### src/inc/rprs_pkg.sv
// ***************************************************
// timing constants shared by both ends
// ***************************************************
package rprs_pkg;
   localparam int unsigned MCLK_HZ = 32'h02FAF080;
   localparam int unsigned MS_PER_S = 32'h000003E8;
   localparam int unsigned US_PER_MS = 32'h000003E8;
   localparam int unsigned CYC_PER_MS = MCLK_HZ / MS_PER_S;
   localparam int unsigned DIV_W = 32'h00000010;
   localparam int unsigned MS_W = 32'h00000011;

   // device side thresholds, in ms or s
   localparam logic [MS_W-1:0] RESET_MIN_MS = 17'h00032;
   localparam logic [MS_W-1:0] POWER_DOWN_MS = 17'h003E8;
   localparam int unsigned RESTART_S = 32'h0000003C;
   localparam logic [MS_W-1:0] RESTART_MS = MS_W'(RESTART_S * MS_PER_S);
   localparam logic [MS_W-1:0] RADIO_RST_MS = 17'h0000A;

   // host side timing, in ms, s or us
   localparam int unsigned SHUTDOWN_WAIT_S = 32'h0000001E;
   localparam logic [MS_W-1:0] SHUTDOWN_WAIT_MS = MS_W'(SHUTDOWN_WAIT_S * MS_PER_S);
   localparam logic [MS_W-1:0] HOST_RST_LOW_MS = 17'h000C8;
   localparam logic [MS_W-1:0] HOST_OFF_LOW_MS = 17'h005DC;
   localparam int unsigned CPU_RST_MIN_US = 32'h000000C8;
   localparam logic [MS_W-1:0] CPU_RST_MS =
      MS_W'((CPU_RST_MIN_US + US_PER_MS - 1) / US_PER_MS);
endpackage

### src/inc/rprs_link_if.sv
// ***************************************************
// wires between the host and the supervisor
// ***************************************************
interface rprs_link_if;
   logic radio_power_ctl_n;
   logic radio_rail_monitor;
   logic board_reset_n;
   logic cpu_reset_input_n;
   logic radio_shutdown_command;

   modport dev (
      input radio_power_ctl_n,
      input board_reset_n,
      input radio_shutdown_command,
      output radio_rail_monitor,
      output cpu_reset_input_n
   );

   modport host (
      output radio_power_ctl_n,
      output board_reset_n,
      output radio_shutdown_command,
      input radio_rail_monitor,
      input cpu_reset_input_n
   );
endinterface

### src/logic/rprs_supervisor.sv
// ***************************************************
// radio supervisor: classifies low time on the
// power-control line and sequences the radio
// ***************************************************

// How it works
// - low over 50 ms up to 1 s resets radio
// - low over 1 s powers radio down
// - line held low keeps radio off
// - line high resets and wakes radio
// - rail monitor low once radio off
// - host waits 30 s after shutdown command
// - shutdown with line high restarts after 60 s
// - cpu reset pulse 200 us to 1 s
// - board reset passes straight to cpu
// - host toggles line to leave sleep
module rprs_supervisor #(
   parameter int unsigned MS_CYCLES = rprs_pkg::CYC_PER_MS
) (
   input wire logic mclk,
   input wire logic rst,
   rprs_link_if.dev link,
   output logic radio_power_en,
   output logic radio_reset,
   output logic radio_awake
);
   typedef enum {
      S_WAKE,
      S_ON,
      S_LOW,
      S_OFF,
      S_SHDN
   } rprs_dev_state_t;

   rprs_dev_state_t state;
   rprs_dev_state_t next_state;
   logic [rprs_pkg::DIV_W-1:0] div_cnt;
   logic [rprs_pkg::MS_W-1:0] ms_cnt;
   logic ctl_meta;
   logic ctl_sync;
   logic monitor;

   // ***************************************************
   // decoding
   // ***************************************************
   // divider restarts with each state so a hold time is
   // measured from the edge that opened it
   wire tick = div_cnt == rprs_pkg::DIV_W'(MS_CYCLES - 1);
   wire restart = next_state != state;
   wire ms_full = &ms_cnt;
   wire line_high = ctl_sync;
   wire line_low = !ctl_sync;
   wire short_low = ms_cnt <= rprs_pkg::RESET_MIN_MS;
   wire long_low = ms_cnt > rprs_pkg::POWER_DOWN_MS;
   wire restart_due = ms_cnt >= rprs_pkg::RESTART_MS;
   wire wake_done = ms_cnt >= rprs_pkg::RADIO_RST_MS;
   wire shdn_cmd = link.radio_shutdown_command;
   wire rail_up = next_state != S_OFF && next_state != S_SHDN;

   // output decode, one cycle ahead of the flops
   wire hold_reset = next_state == S_WAKE;
   wire running = next_state == S_ON || next_state == S_LOW;
   // a shutdown pulse outside S_ON is dropped, so the host
   // has to wait until the radio runs before sending it
   wire shdn_taken = shdn_cmd && state == S_ON;

   assign link.radio_rail_monitor = monitor;

   assign link.cpu_reset_input_n = link.board_reset_n;

   // ***************************************************
   // line synchroniser
   // ***************************************************
   // the line comes from another chip; idle level is high
   // two flops cost 40 ns, nothing beside a 50 ms threshold
   always_ff @(posedge mclk or posedge rst) begin
      if (rst) begin
         ctl_meta <= 1'h1;
         ctl_sync <= 1'h1;
      end else begin
         ctl_meta <= link.radio_power_ctl_n;
         ctl_sync <= ctl_meta;
      end
   end

   // ***************************************************
   // millisecond timer
   // ***************************************************
   // counts whole ms since state entry and saturates, so a
   // line parked low for hours never wraps into a short low
   always_ff @(posedge mclk or posedge rst) begin
      if (rst) begin
         div_cnt <= '0;
      end else if (restart || tick) begin
         div_cnt <= '0;
      end else begin
         div_cnt <= div_cnt + 16'h0001;
      end
   end

   always_ff @(posedge mclk or posedge rst) begin
      if (rst) begin
         ms_cnt <= '0;
      end else if (restart) begin
         ms_cnt <= '0;
      end else if (tick && !ms_full) begin
         ms_cnt <= ms_cnt + 17'h00001;
      end
   end

   // ***************************************************
   // sequencer
   // ***************************************************
   always_comb begin
      next_state = state;
      case (state)
         S_WAKE: begin
            if (wake_done) begin
               next_state = S_ON;
            end
         end
         S_ON: begin
            if (shdn_taken) begin
               next_state = S_SHDN;
            end else if (line_low) begin
               next_state = S_LOW;
            end
         end
         S_LOW: begin
            if (line_high) begin
               if (short_low) begin
                  next_state = S_ON;
               end else begin
                  next_state = S_WAKE;
               end
            end else if (long_low) begin
               next_state = S_OFF;
            end
         end
         S_OFF: begin
            if (line_high) begin
               next_state = S_WAKE;
            end
         end
         S_SHDN: begin
            if (line_low) begin
               next_state = S_OFF;
            end else if (restart_due) begin
               next_state = S_WAKE;
            end
         end
         // an illegal state restarts the radio cleanly
         default: begin
            next_state = S_WAKE;
         end
      endcase
   end

   // ***************************************************
   // state and outputs
   // ***************************************************
   // outputs are taken from next_state so they line up with
   // the state register rather than trailing it by a cycle
   always_ff @(posedge mclk or posedge rst) begin
      if (rst) begin
         state <= S_WAKE;
      end else begin
         state <= next_state;
      end
   end

   always_ff @(posedge mclk or posedge rst) begin
      if (rst) begin
         radio_power_en <= 1'h0;
         radio_reset <= 1'h1;
         radio_awake <= 1'h0;
      end else begin
         radio_power_en <= rail_up;
         radio_reset <= hold_reset;
         radio_awake <= running;
      end
   end

   // the monitor follows the rail one cycle late, so on power-down the host
   // never sees it low while the enable is still high
   always_ff @(posedge mclk or posedge rst) begin
      if (rst) begin
         monitor <= 1'h0;
      end else begin
         monitor <= radio_power_en;
      end
   end
endmodule // rprs_supervisor

### src/flat_wrapper.sv
// flat-port wrapper written by rule: the top's interface ports become plain ports
module rprs_supervisor_flat 
#(
   parameter int unsigned MS_CYCLES = rprs_pkg::CYC_PER_MS
)
  (mclk, rst, radio_power_en, radio_reset, radio_awake, link_radio_power_ctl_n, link_board_reset_n, link_radio_shutdown_command, link_radio_rail_monitor, link_cpu_reset_input_n);
  rprs_link_if link_i ();
  input wire logic mclk;
  input wire logic rst;
  output logic radio_power_en;
  output logic radio_reset;
  output logic radio_awake;
  input wire logic [$bits(link_i.radio_power_ctl_n)-1:0] link_radio_power_ctl_n;
  input wire logic [$bits(link_i.board_reset_n)-1:0] link_board_reset_n;
  input wire logic [$bits(link_i.radio_shutdown_command)-1:0] link_radio_shutdown_command;
  output wire logic [$bits(link_i.radio_rail_monitor)-1:0] link_radio_rail_monitor;
  output wire logic [$bits(link_i.cpu_reset_input_n)-1:0] link_cpu_reset_input_n;
  assign link_i.radio_power_ctl_n = link_radio_power_ctl_n;
  assign link_i.board_reset_n = link_board_reset_n;
  assign link_i.radio_shutdown_command = link_radio_shutdown_command;
  assign link_radio_rail_monitor = link_i.radio_rail_monitor;
  assign link_cpu_reset_input_n = link_i.cpu_reset_input_n;
  rprs_supervisor #(.MS_CYCLES(MS_CYCLES)) u_core (.mclk(mclk), .rst(rst), .link(link_i), .radio_power_en(radio_power_en), .radio_reset(radio_reset), .radio_awake(radio_awake));
endmodule
### config.mk
export PLATFORM = sky130hd
export DESIGN_NAME = rprs_supervisor_flat
export DESIGN_NICKNAME = d
export VERILOG_FILES = /design/src/inc/rprs_pkg.sv /design/src/inc/rprs_link_if.sv /design/src/logic/rprs_supervisor.sv /design/src/flat_wrapper.sv
export SDC_FILE = /design/constraint.sdc
export NUM_CORES = 1
export LEC_CHECK = 0
export BUFFER_PORTS_ARGS = -buffer_cell sky130_fd_sc_hd__buf_2
export CORE_MARGIN = 10
export CORE_UTILIZATION = 55
export CTS_CLUSTER_SIZE = 40
export DETAILED_ROUTE_END_ITERATION = 12
export PLACE_DENSITY_LB_ADDON = 0.2
export SLEW_MARGIN = 5
export SYNTH_ARGS = -nofsm -noshare
export SYNTH_HDL_FRONTEND = slang
export SYNTH_SLANG_ARGS = --single-unit
### constraint.sdc
create_clock -name mclk -period 6.6 [get_ports mclk]
set_clock_uncertainty 0.1 [all_clocks]
set_input_delay 0.99 -clock mclk [delete_from_list [all_inputs] [get_ports mclk]]
set_output_delay 0.99 -clock mclk [all_outputs]
set_load 0.02 [all_outputs]
==> summary.md, run 1 <==
| Metric | Value |
|---|---|
| Outcome | `finished, final reports clean` |
| Worst min-delay path startpoint | `u_core.ctl_meta$_DFF_PP1_` |
| Seq cells post-synth | `slightly above 70` |
| Initial antenna violation count | `0` |
| Post-CTS Setup Repair Bufs | `0` |
| Core ar. | `approximately 5500 um2` |
| Async set-reset flop share out of synthesis | `1.00` |
| Final hold slack | `0.260 ns` |
| Fin crit share | `0.386` |
| Endpoint class of the critical path | `flip-flop` |
| Placed cells | `374` |
| Worst R2R End | `u_core.ms_cnt[15]$_DFFE_PP0P_` |
| Slowest stage cell, crit path | `and4_1` |
| Fmax | `0.393 GHz` |
| Pins over their slew limit | `0` |
| CP Buf/Inv Count | `0` |
| GR peak layer | `met2` |
| Largest net degree at the start of global routing | `72` |
| R2r startpoint | `u_core.div_cnt[0]$_DFF_PP0_` |
| Critical path data required time | `between 6 and 7 ns` |
| Share of the synthesized area in the top cell type | `0.551` |
| Most frequent cell after synthesis | `dfrtp_1` |
| Die area | `9010 um2` |
| Share of cells above drive strength 1 | `0.138` |
| Clk pin slew, worst setup/hold paths | `0.08 ns` |
| Synth cell types | `50` |
| CTS Buf Count | `9` |
| Reg2Reg Depth | `7` |
| Vert. Die Dim | `94.9 um` |
| Synthesized instance count | `275` |
| Syn Area/Cell | `11.2 um2` |
| Skew-Pair Late Insertion Delay | `0.34 ns` |
| Ys Warns | `0` |
| Flop pwr share | `0.525` |
| Die width | `94.9 um` |
| Post-layout util | `0.642` |
| Clk sink count | `71` |
| CTS H-Tree Depth | `3` |
| Hold Path Stages | `0` |
| Hold Violations, Final | `0` |
| Root buf cell | `clkbuf_8` |
| Routability cong. | `around 0.8` |
| Clock network fraction of total power | `0.458` |
| CP max FO | `13` |
| Hold Path End | `u_core.ctl_sync$_DFF_PP1_` |
| Net Sw Frac | `0.212` |
| DR iter-0 viols | `approximately 110` |
| Max Cap Viol | `0` |
| Number of synthesized flops with an enable pin | `0` |
| Vias in the first global route | `approximately 2000` |
| Combinational power share | `0.016` |
| Final wirelength | `a little over 5000 um` |
| CP peak stage delay | `0.57 ns` |
| P_int | `~0.00067 W` |
| Final min period | `2.55 ns` |
| Io pins | `10` |
| Sequential area share after synthesis | `0.576` |
| Layout area overhead | `13.6%` |
| Port Buf Inserts | `7` |
| Critical path type | `flip-flop to flip-flop` |
| CTS tree | `done` |
| First-pass GRT wire length | `9270 um` |
| Peak supply drop | `0.190 mV` |
| Worst-Margin Slew | `around 0.86 ns` |
| RSZ-0062 raised after global routing | `no` |
| Post-Syn Area | `3090 um2` |
| Total track usage | `0.131` |
| Leakage Power | `1.42 nW` |
| Worst setup margin | `4.05 ns` |
| Drt pass-1 iters | `4` |
| Starting Density | `0.564` |
| Power per cell area | `243 nW/um2` |
| Hold_buf cts | `0` |
| # rows | `27` |
| Sw power | `0.000181 W` |
| Synth Flop Type | `dfrtp_1` |
| Max clock buf depth | `2` |
| Synth top area cells | `dfrtp_1 55%, nor2_1 5.1%, xor2_1 4.8%, xnor2_1 3.4%, dfstp_2 2.6%` |
| Final setup fails | `0` |
| Fin cells | `390` |
| Worst Hold Class | `flip-flop to flip-flop` |
| Final ANT Viol Nets | `0` |
| Crit start category | `flip-flop` |
| Net count, final | `322` |
| Via Count | `2049` |
| Setup tns final | `0 ns` |
| Grt ovf | `0` |
| WP data arrival | `~2.7 ns` |
| Synth cell count leaders | `68 x dfrtp_1, 42 x nor2_1, 17 x nand2_1, 17 x xor2_1, 14 x nand3_1` |
| Post-route DRC | `0` |
| GR Util met1 | `0.167` |
| Ant diodes | `0` |
| Via density | `5.25` |
| Flop-to-flop setup slack | `about 4.1 ns` |
| Met3 GRT Util | `0.0404` |
| Wire per inst | `13.0 um` |
| Leading area contributor after synthesis | `dfrtp_1` |
| Place WS | `4.04 ns` |
| HPWL Detailed | `3390 um` |
| Critical-path cell list | `ha_1 -> and3_1 -> and4_1 -> nor3b_2 -> nand4_1 -> xor2_1 -> nor2_1` |
| Max-Slew Margin vs Limit | `0.427` |
| GR met2 Demand/Resource | `0.197` |
| Cts repair resizes | `0` |
| Top Family by Delay on Critical Path | `simple AND/OR/NAND/NOR gates` |
[cell type report]
type,instances,area [um2]
Sequential cell,71,1780
Inverter,5,18.8
Fill cell,439,1960
Clock buffer,10,138
Timing Repair Buffer,9,50.0
Multi-Input combinational cell,217,1340
Tap cell,72,90.1
Clock inverter,6,91.3
[worst register-to-register path, stage by stage, from the launching register on]
cell and delay (ns):
dfrtp_1 0.40, ha_1 0.19, and3_1 0.24, and4_1 0.57
nor3b_2 0.51, nand4_1 0.19, xor2_1 0.17, nor2_1 0.05
[stage by stage]
stage | power [W] | area, um2
2_1_floorplan | 0.000467 | 3190
3_3_place_gp | 0.000471 | 3280
3_5_place_dp | 0.000472 | 3280
4_1_cts | 0.000863 | 3510
5_1_grt | 0.000888 | 3510
6_report | 0.000854 | 3510
[logic make-up (layout without fill, tap and decap cells)]
kind of cell / count (synthesis) / count (layout) / share of synthesized area
multiplexers: 2 / 2 / 0.00689
AND/OR/NAND/NOR: 131 / 131 / 0.236
other: 1 / 29 / 0.00121
flip-flops: 71 / 71 / 0.576
adder cells (fa/ha/maj): 4 / 4 / 0.0162
XOR/XNOR: 29 / 29 / 0.0822
buffers and inverters: 15 / 30 / 0.0231
AO/OA/AOI/OAI: 22 / 22 / 0.0579
[state kept, by name, summed over array words and instances (netlist names)]
signal,flops
u_core.ms_cnt,17
u_core.radio_power_en,1
u_core.link.radio_rail_monitor,1
u_core.ctl_meta,1
u_core.radio_reset,1
u_core.ctl_sync,1
u_core.div_cnt,16
u_core.radio_awake,1
u_core.state,32
[power by group through the flow]
stage / registers (W) / logic, W / clock network, W
2_1_floorplan: 0.000455 / 0.0000119 / 0
3_3_place_gp: 0.000457 / 0.0000141 / 0
3_5_place_dp: 0.000457 / 0.0000144 / 0
4_1_cts: 0.000449 / 0.0000144 / 0.000400
5_1_grt: 0.000450 / 0.0000171 / 0.000422
6_report: 0.000449 / 0.0000141 / 0.000391
[worst max-delay path by stage]
stage | start | cells past startpoint | slack, ns | to
CTS | u_core.div_cnt[0]$_DFF_PP0_ | 7 | 3.99 | u_core.ms_cnt[15]$_DFFE_PP0P_
global route | u_core.div_cnt[0]$_DFF_PP0_ | 7 | 3.79 | u_core.ms_cnt[15]$_DFFE_PP0P_
finish | u_core.div_cnt[0]$_DFF_PP0_ | 7 | 4.05 | u_core.ms_cnt[15]$_DFFE_PP0P_
detailed placement | u_core.div_cnt[0]$_DFF_PP0_ | 7 | 4.04 | u_core.ms_cnt[15]$_DFFE_PP0P_
global placement | u_core.div_cnt[0]$_DFF_PP0_ | 7 | 4.11 | u_core.ms_cnt[15]$_DFFE_PP0P_
floorplan | rst | 1 | 3.72 | u_core.div_cnt[0]$_DFF_PP0_
[layout by cell type (no fill, tap or decap), drive strengths merged, types with 2 or more instances in the layout]
cell type   n
a211oi      3
nor2b       2
nor4bb      2
xor2       17
nand4       6
nor4       10
clkbuf     10
conb       29
nand2b      2
and3        2
a21oi       4
nand3      14
dfstp       3
nor2       42
dfrtp      68
or3         3
o21ai       3
buf         9
xnor2      12
inv         7
bufinv      2
clkinv      2
ha          4
nor3b       7
and4        3
nor3       16
and2        2
nand2      17
[per-layer routing]
layer	up-vias	wire, um
li1	1004	-
met1	1004	2360
met2	32	2400
met3	9	192
met4	0	105
met5	-	0
(Power assumes the default switching activity.)
==> run 2: changes to the inputs <==
clock period = 2.6 ns   (was 6.6 ns; I/O delays follow)
==> run 2 against run 1 <==
  * Cell area rose by 1.3%
  * Largest cell class unchanged
  * Count of clock-buffer cells in the layout rose by 1
  * Highest routed layer unchanged
  * Global-route usage fell by 0.33 points
  * Power rose to 2.5 times the previous value
  * Critical endpoint is now u_core.radio_awake$_DFF_PP0_
  * Sequential power rose to 2.5 times the previous value
  * Worst hold slack got worse by 0.23 ns
==> summary.md, run 2 (synthesized netlist as in run 1, its figures left out) <==
| Metric | Value |
|---|---|
| Starting Density | `0.564 (unchanged)` |
| Register area | `1780 um2 (unchanged)` |
| Fin crit share | `0.936 (+0.550)` |
| Initial antenna violation count | `0 (unchanged)` |
| Max clock buf depth | `2 (unchanged)` |
| Io pins | `10 (unchanged)` |
| Skew-Pair Late Insertion Delay | `0.34 ns (about the same)` |
| Grt ovf | `0 (unchanged)` |
| Reg2Reg Depth | `6 (-1)` |
| Core ar. | `5470 um2 (unchanged)` |
| Post-CTS Setup Repair Bufs | `0 (unchanged)` |
| Vert. Die Dim | `94.9 um (unchanged)` |
| Die width | `94.9 um (unchanged)` |
| CTS H-Tree Depth | `3 (unchanged)` |
| Ant diodes | `0 (unchanged)` |
| CTS Buf Count | `9 (unchanged)` |
| Die area | `9010 um2 (unchanged)` |
| Worst-Margin Slew | `0.621 ns (-0.238 ns)` |
| Critical-path cell list | `or3_1 -> or3_1 -> or3_4 -> nor4_4 -> nor2_1 -> mux2_2` |
| Biggest register | `u_core.state` |
| Critical path data required time | `2.73 ns (-3.98 ns)` |
| Most used cell, CP | `or3_1` |
| Layout area overhead | `15.1%` |
| Crit start category | `flip-flop` |
| Leakage Power | `1.44 nW (+1.4%)` |
| # fillers | `457 (+4.1%)` |
| DR iter-0 viols | `60 (-47%)` |
| Final ANT Viol Nets | `0 (unchanged)` |
| Peak supply drop | `0.418 mV (+120%)` |
| Pins over their slew limit | `0 (unchanged)` |
| Via Count | `2052 (+0.15%)` |
| Top Registers | `u_core.state: 32 flops, u_core.ms_cnt: 17 flops, u_core.div_cnt: 16 flops` |
| HPWL Detailed | `3580 um (+5.7%)` |
| Via density | `5.22 (-0.62%)` |
| Post-Place Cell Area | `3330 um2 (+1.4%)` |
| Max Cap Viol | `0 (unchanged)` |
| Endpoint class of the critical path | `flip-flop` |
| Clk sink count | `71 (unchanged)` |
| Port Buf Inserts | `7 (unchanged)` |
| Outcome | `finished, final reports clean` |
| Final min period | `2.43 ns (-0.115 ns)` |
| Commonest cells after routing, fill and taps aside | `68 x dfrtp_1, 42 x nor2_1, 29 x conb_1, 17 x nand2_1, 17 x xor2_1` |
| Clk pin slew, worst setup/hold paths | `0.07 ns (about the same)` |
| First-pass GRT wire length | `9000 um (-3.0%)` |
| Routability cong. | `0.878 (+7.2%)` |
| CP max FO | `3 (-10)` |
| Fmax | `0.411 GHz (+4.7%)` |
| Post-route DRC | `0 (unchanged)` |
| WP data arrival | `2.56 ns (-0.10 ns)` |
| Worst Hold Class | `primary input to async pin` |
| Critical path type | `flip-flop to flip-flop` |
| Most common library cell in the layout ignoring fill and taps | `dfrtp_1` |
| Slowest stage cell, crit path | `or3_4` |
| Post-layout util | `0.650 (+0.00846)` |
| Power per cell area | `601 nW/um2 (+150%)` |
| Worst R2R End | `u_core.radio_awake$_DFF_PP0_` |
| Top Family by Delay on Critical Path | `simple AND/OR/NAND/NOR gates` |
| Net count, final | `325 (+0.93%)` |
| Root buf cell | `clkbuf_8` |
| Max-Slew Margin vs Limit | `0.585 (+0.158)` |
| Hold Violations, Final | `0 (unchanged)` |
| Flop-to-flop setup slack | `0.17 ns (-3.88 ns)` |
| Share of cells above drive strength 1 | `0.146 (+0.00805)` |
| R2r startpoint | `u_core.state[3]$_DFF_PP0_` |
| Vias in the first global route | `2004 (-0.89%)` |
| CP Buf/Inv Count | `0 (unchanged)` |
| Wire per inst | `13.1 um (+0.98%)` |
| Multi-input logic area | `1350 um2 (+0.37%)` |
| CP peak stage delay | `0.39 ns (-0.18 ns)` |
| Final setup fails | `0 (unchanged)` |
| CTS tree | `done` |
| Max reg flops | `32 (unchanged)` |
| # rows | `27 (unchanged)` |
| Drt pass-1 iters | `4 (unchanged)` |
| Post-route cell area | `3560 um2 (+1.3%)` |
| Total track usage | `0.127 (-0.00332)` |
| Final wirelength | `5150 um (+1.8%)` |
| Largest net degree at the start of global routing | `43 (-40%)` |
## run 2: cell types whose count changed in the layout (fill, tap and decap cells not counted)
cell        delta
buf_12         +2
inv_6          -2
buf_4          +1
clkbuf_1       +1
clkinvlp_4     +1
nor3_1         -1
nor3_2         +1
## run 2: stage by stage
step | instances | setup TNS, ns | hold WS, ns | total power, W | setup slack, ns
floorplan | 303 | 0 | 0.245 | 0.00119 | 0.316
global placement | 377 | 0 | 0.247 | 0.00120 | 0.227
detailed placement | 377 | 0 | 0.249 | 0.00120 | 0.164
CTS | 393 | 0 | 0.0328 | 0.00216 | 0.152
global route | 393 | -0.0195 | 0.0269 | 0.00222 | -0.0157
finish | 393 | 0 | 0.0331 | 0.00214 | 0.167
## run 2: cell type report
| class | instances | area share |
|---|---|---|
| Multi-Input combinational cell | 217 | 0.379 |
| Tap cell | 72 | 0.0253 |
| Timing Repair Buffer | 12 | 0.0274 |
| Clock inverter | 5 | 0.0229 |
| Inverter | 5 | 0.00528 |
| Clock buffer | 11 | 0.0397 |
| Sequential cell | 71 | 0.501 |
## run 2: routing by layer
layer  vias up  part of all wire  GRT usage
met5         -                 0          0
met4         0             0.017     0.0786
met2        33              0.48      0.195
met1       987              0.46      0.156
li1       1021                 -          -
met3        11             0.035     0.0373
## run 2: power by group
group,leakage [nW],total [W],internal [W],switching [W]
logic,0.426,0.0000383,0.00000852,0.0000298
clock network,0.110,0.000960,0.000566,0.000394
registers,0.904,0.00114,0.00113,0.00000877
## run 2: worst max-delay path by stage
stage / from / end / slack [ns] / depth (start not counted)
CTS: u_core.ms_cnt[5]$_DFFE_PP0P_ / u_core.ms_cnt[14]$_DFFE_PP0P_ / 0.15 / 9
floorplan: rst / u_core.div_cnt[0]$_DFF_PP0_ / 0.32 / 1
detailed placement: u_core.ms_cnt[5]$_DFFE_PP0P_ / u_core.ms_cnt[14]$_DFFE_PP0P_ / 0.16 / 9
finish: u_core.state[3]$_DFF_PP0_ / u_core.radio_awake$_DFF_PP0_ / 0.17 / 6
global route: u_core.ms_cnt[5]$_DFFE_PP0P_ / u_core.ms_cnt[14]$_DFFE_PP0P_ / -0.02 / 9
global placement: u_core.ms_cnt[5]$_DFFE_PP0P_ / u_core.ms_cnt[14]$_DFFE_PP0P_ / 0.23 / 9
## run 2: repair_timing
action,CTS,global route
endpoints found under the setup margin,0,4
resized for setup,0,1
hold buffers,0,0
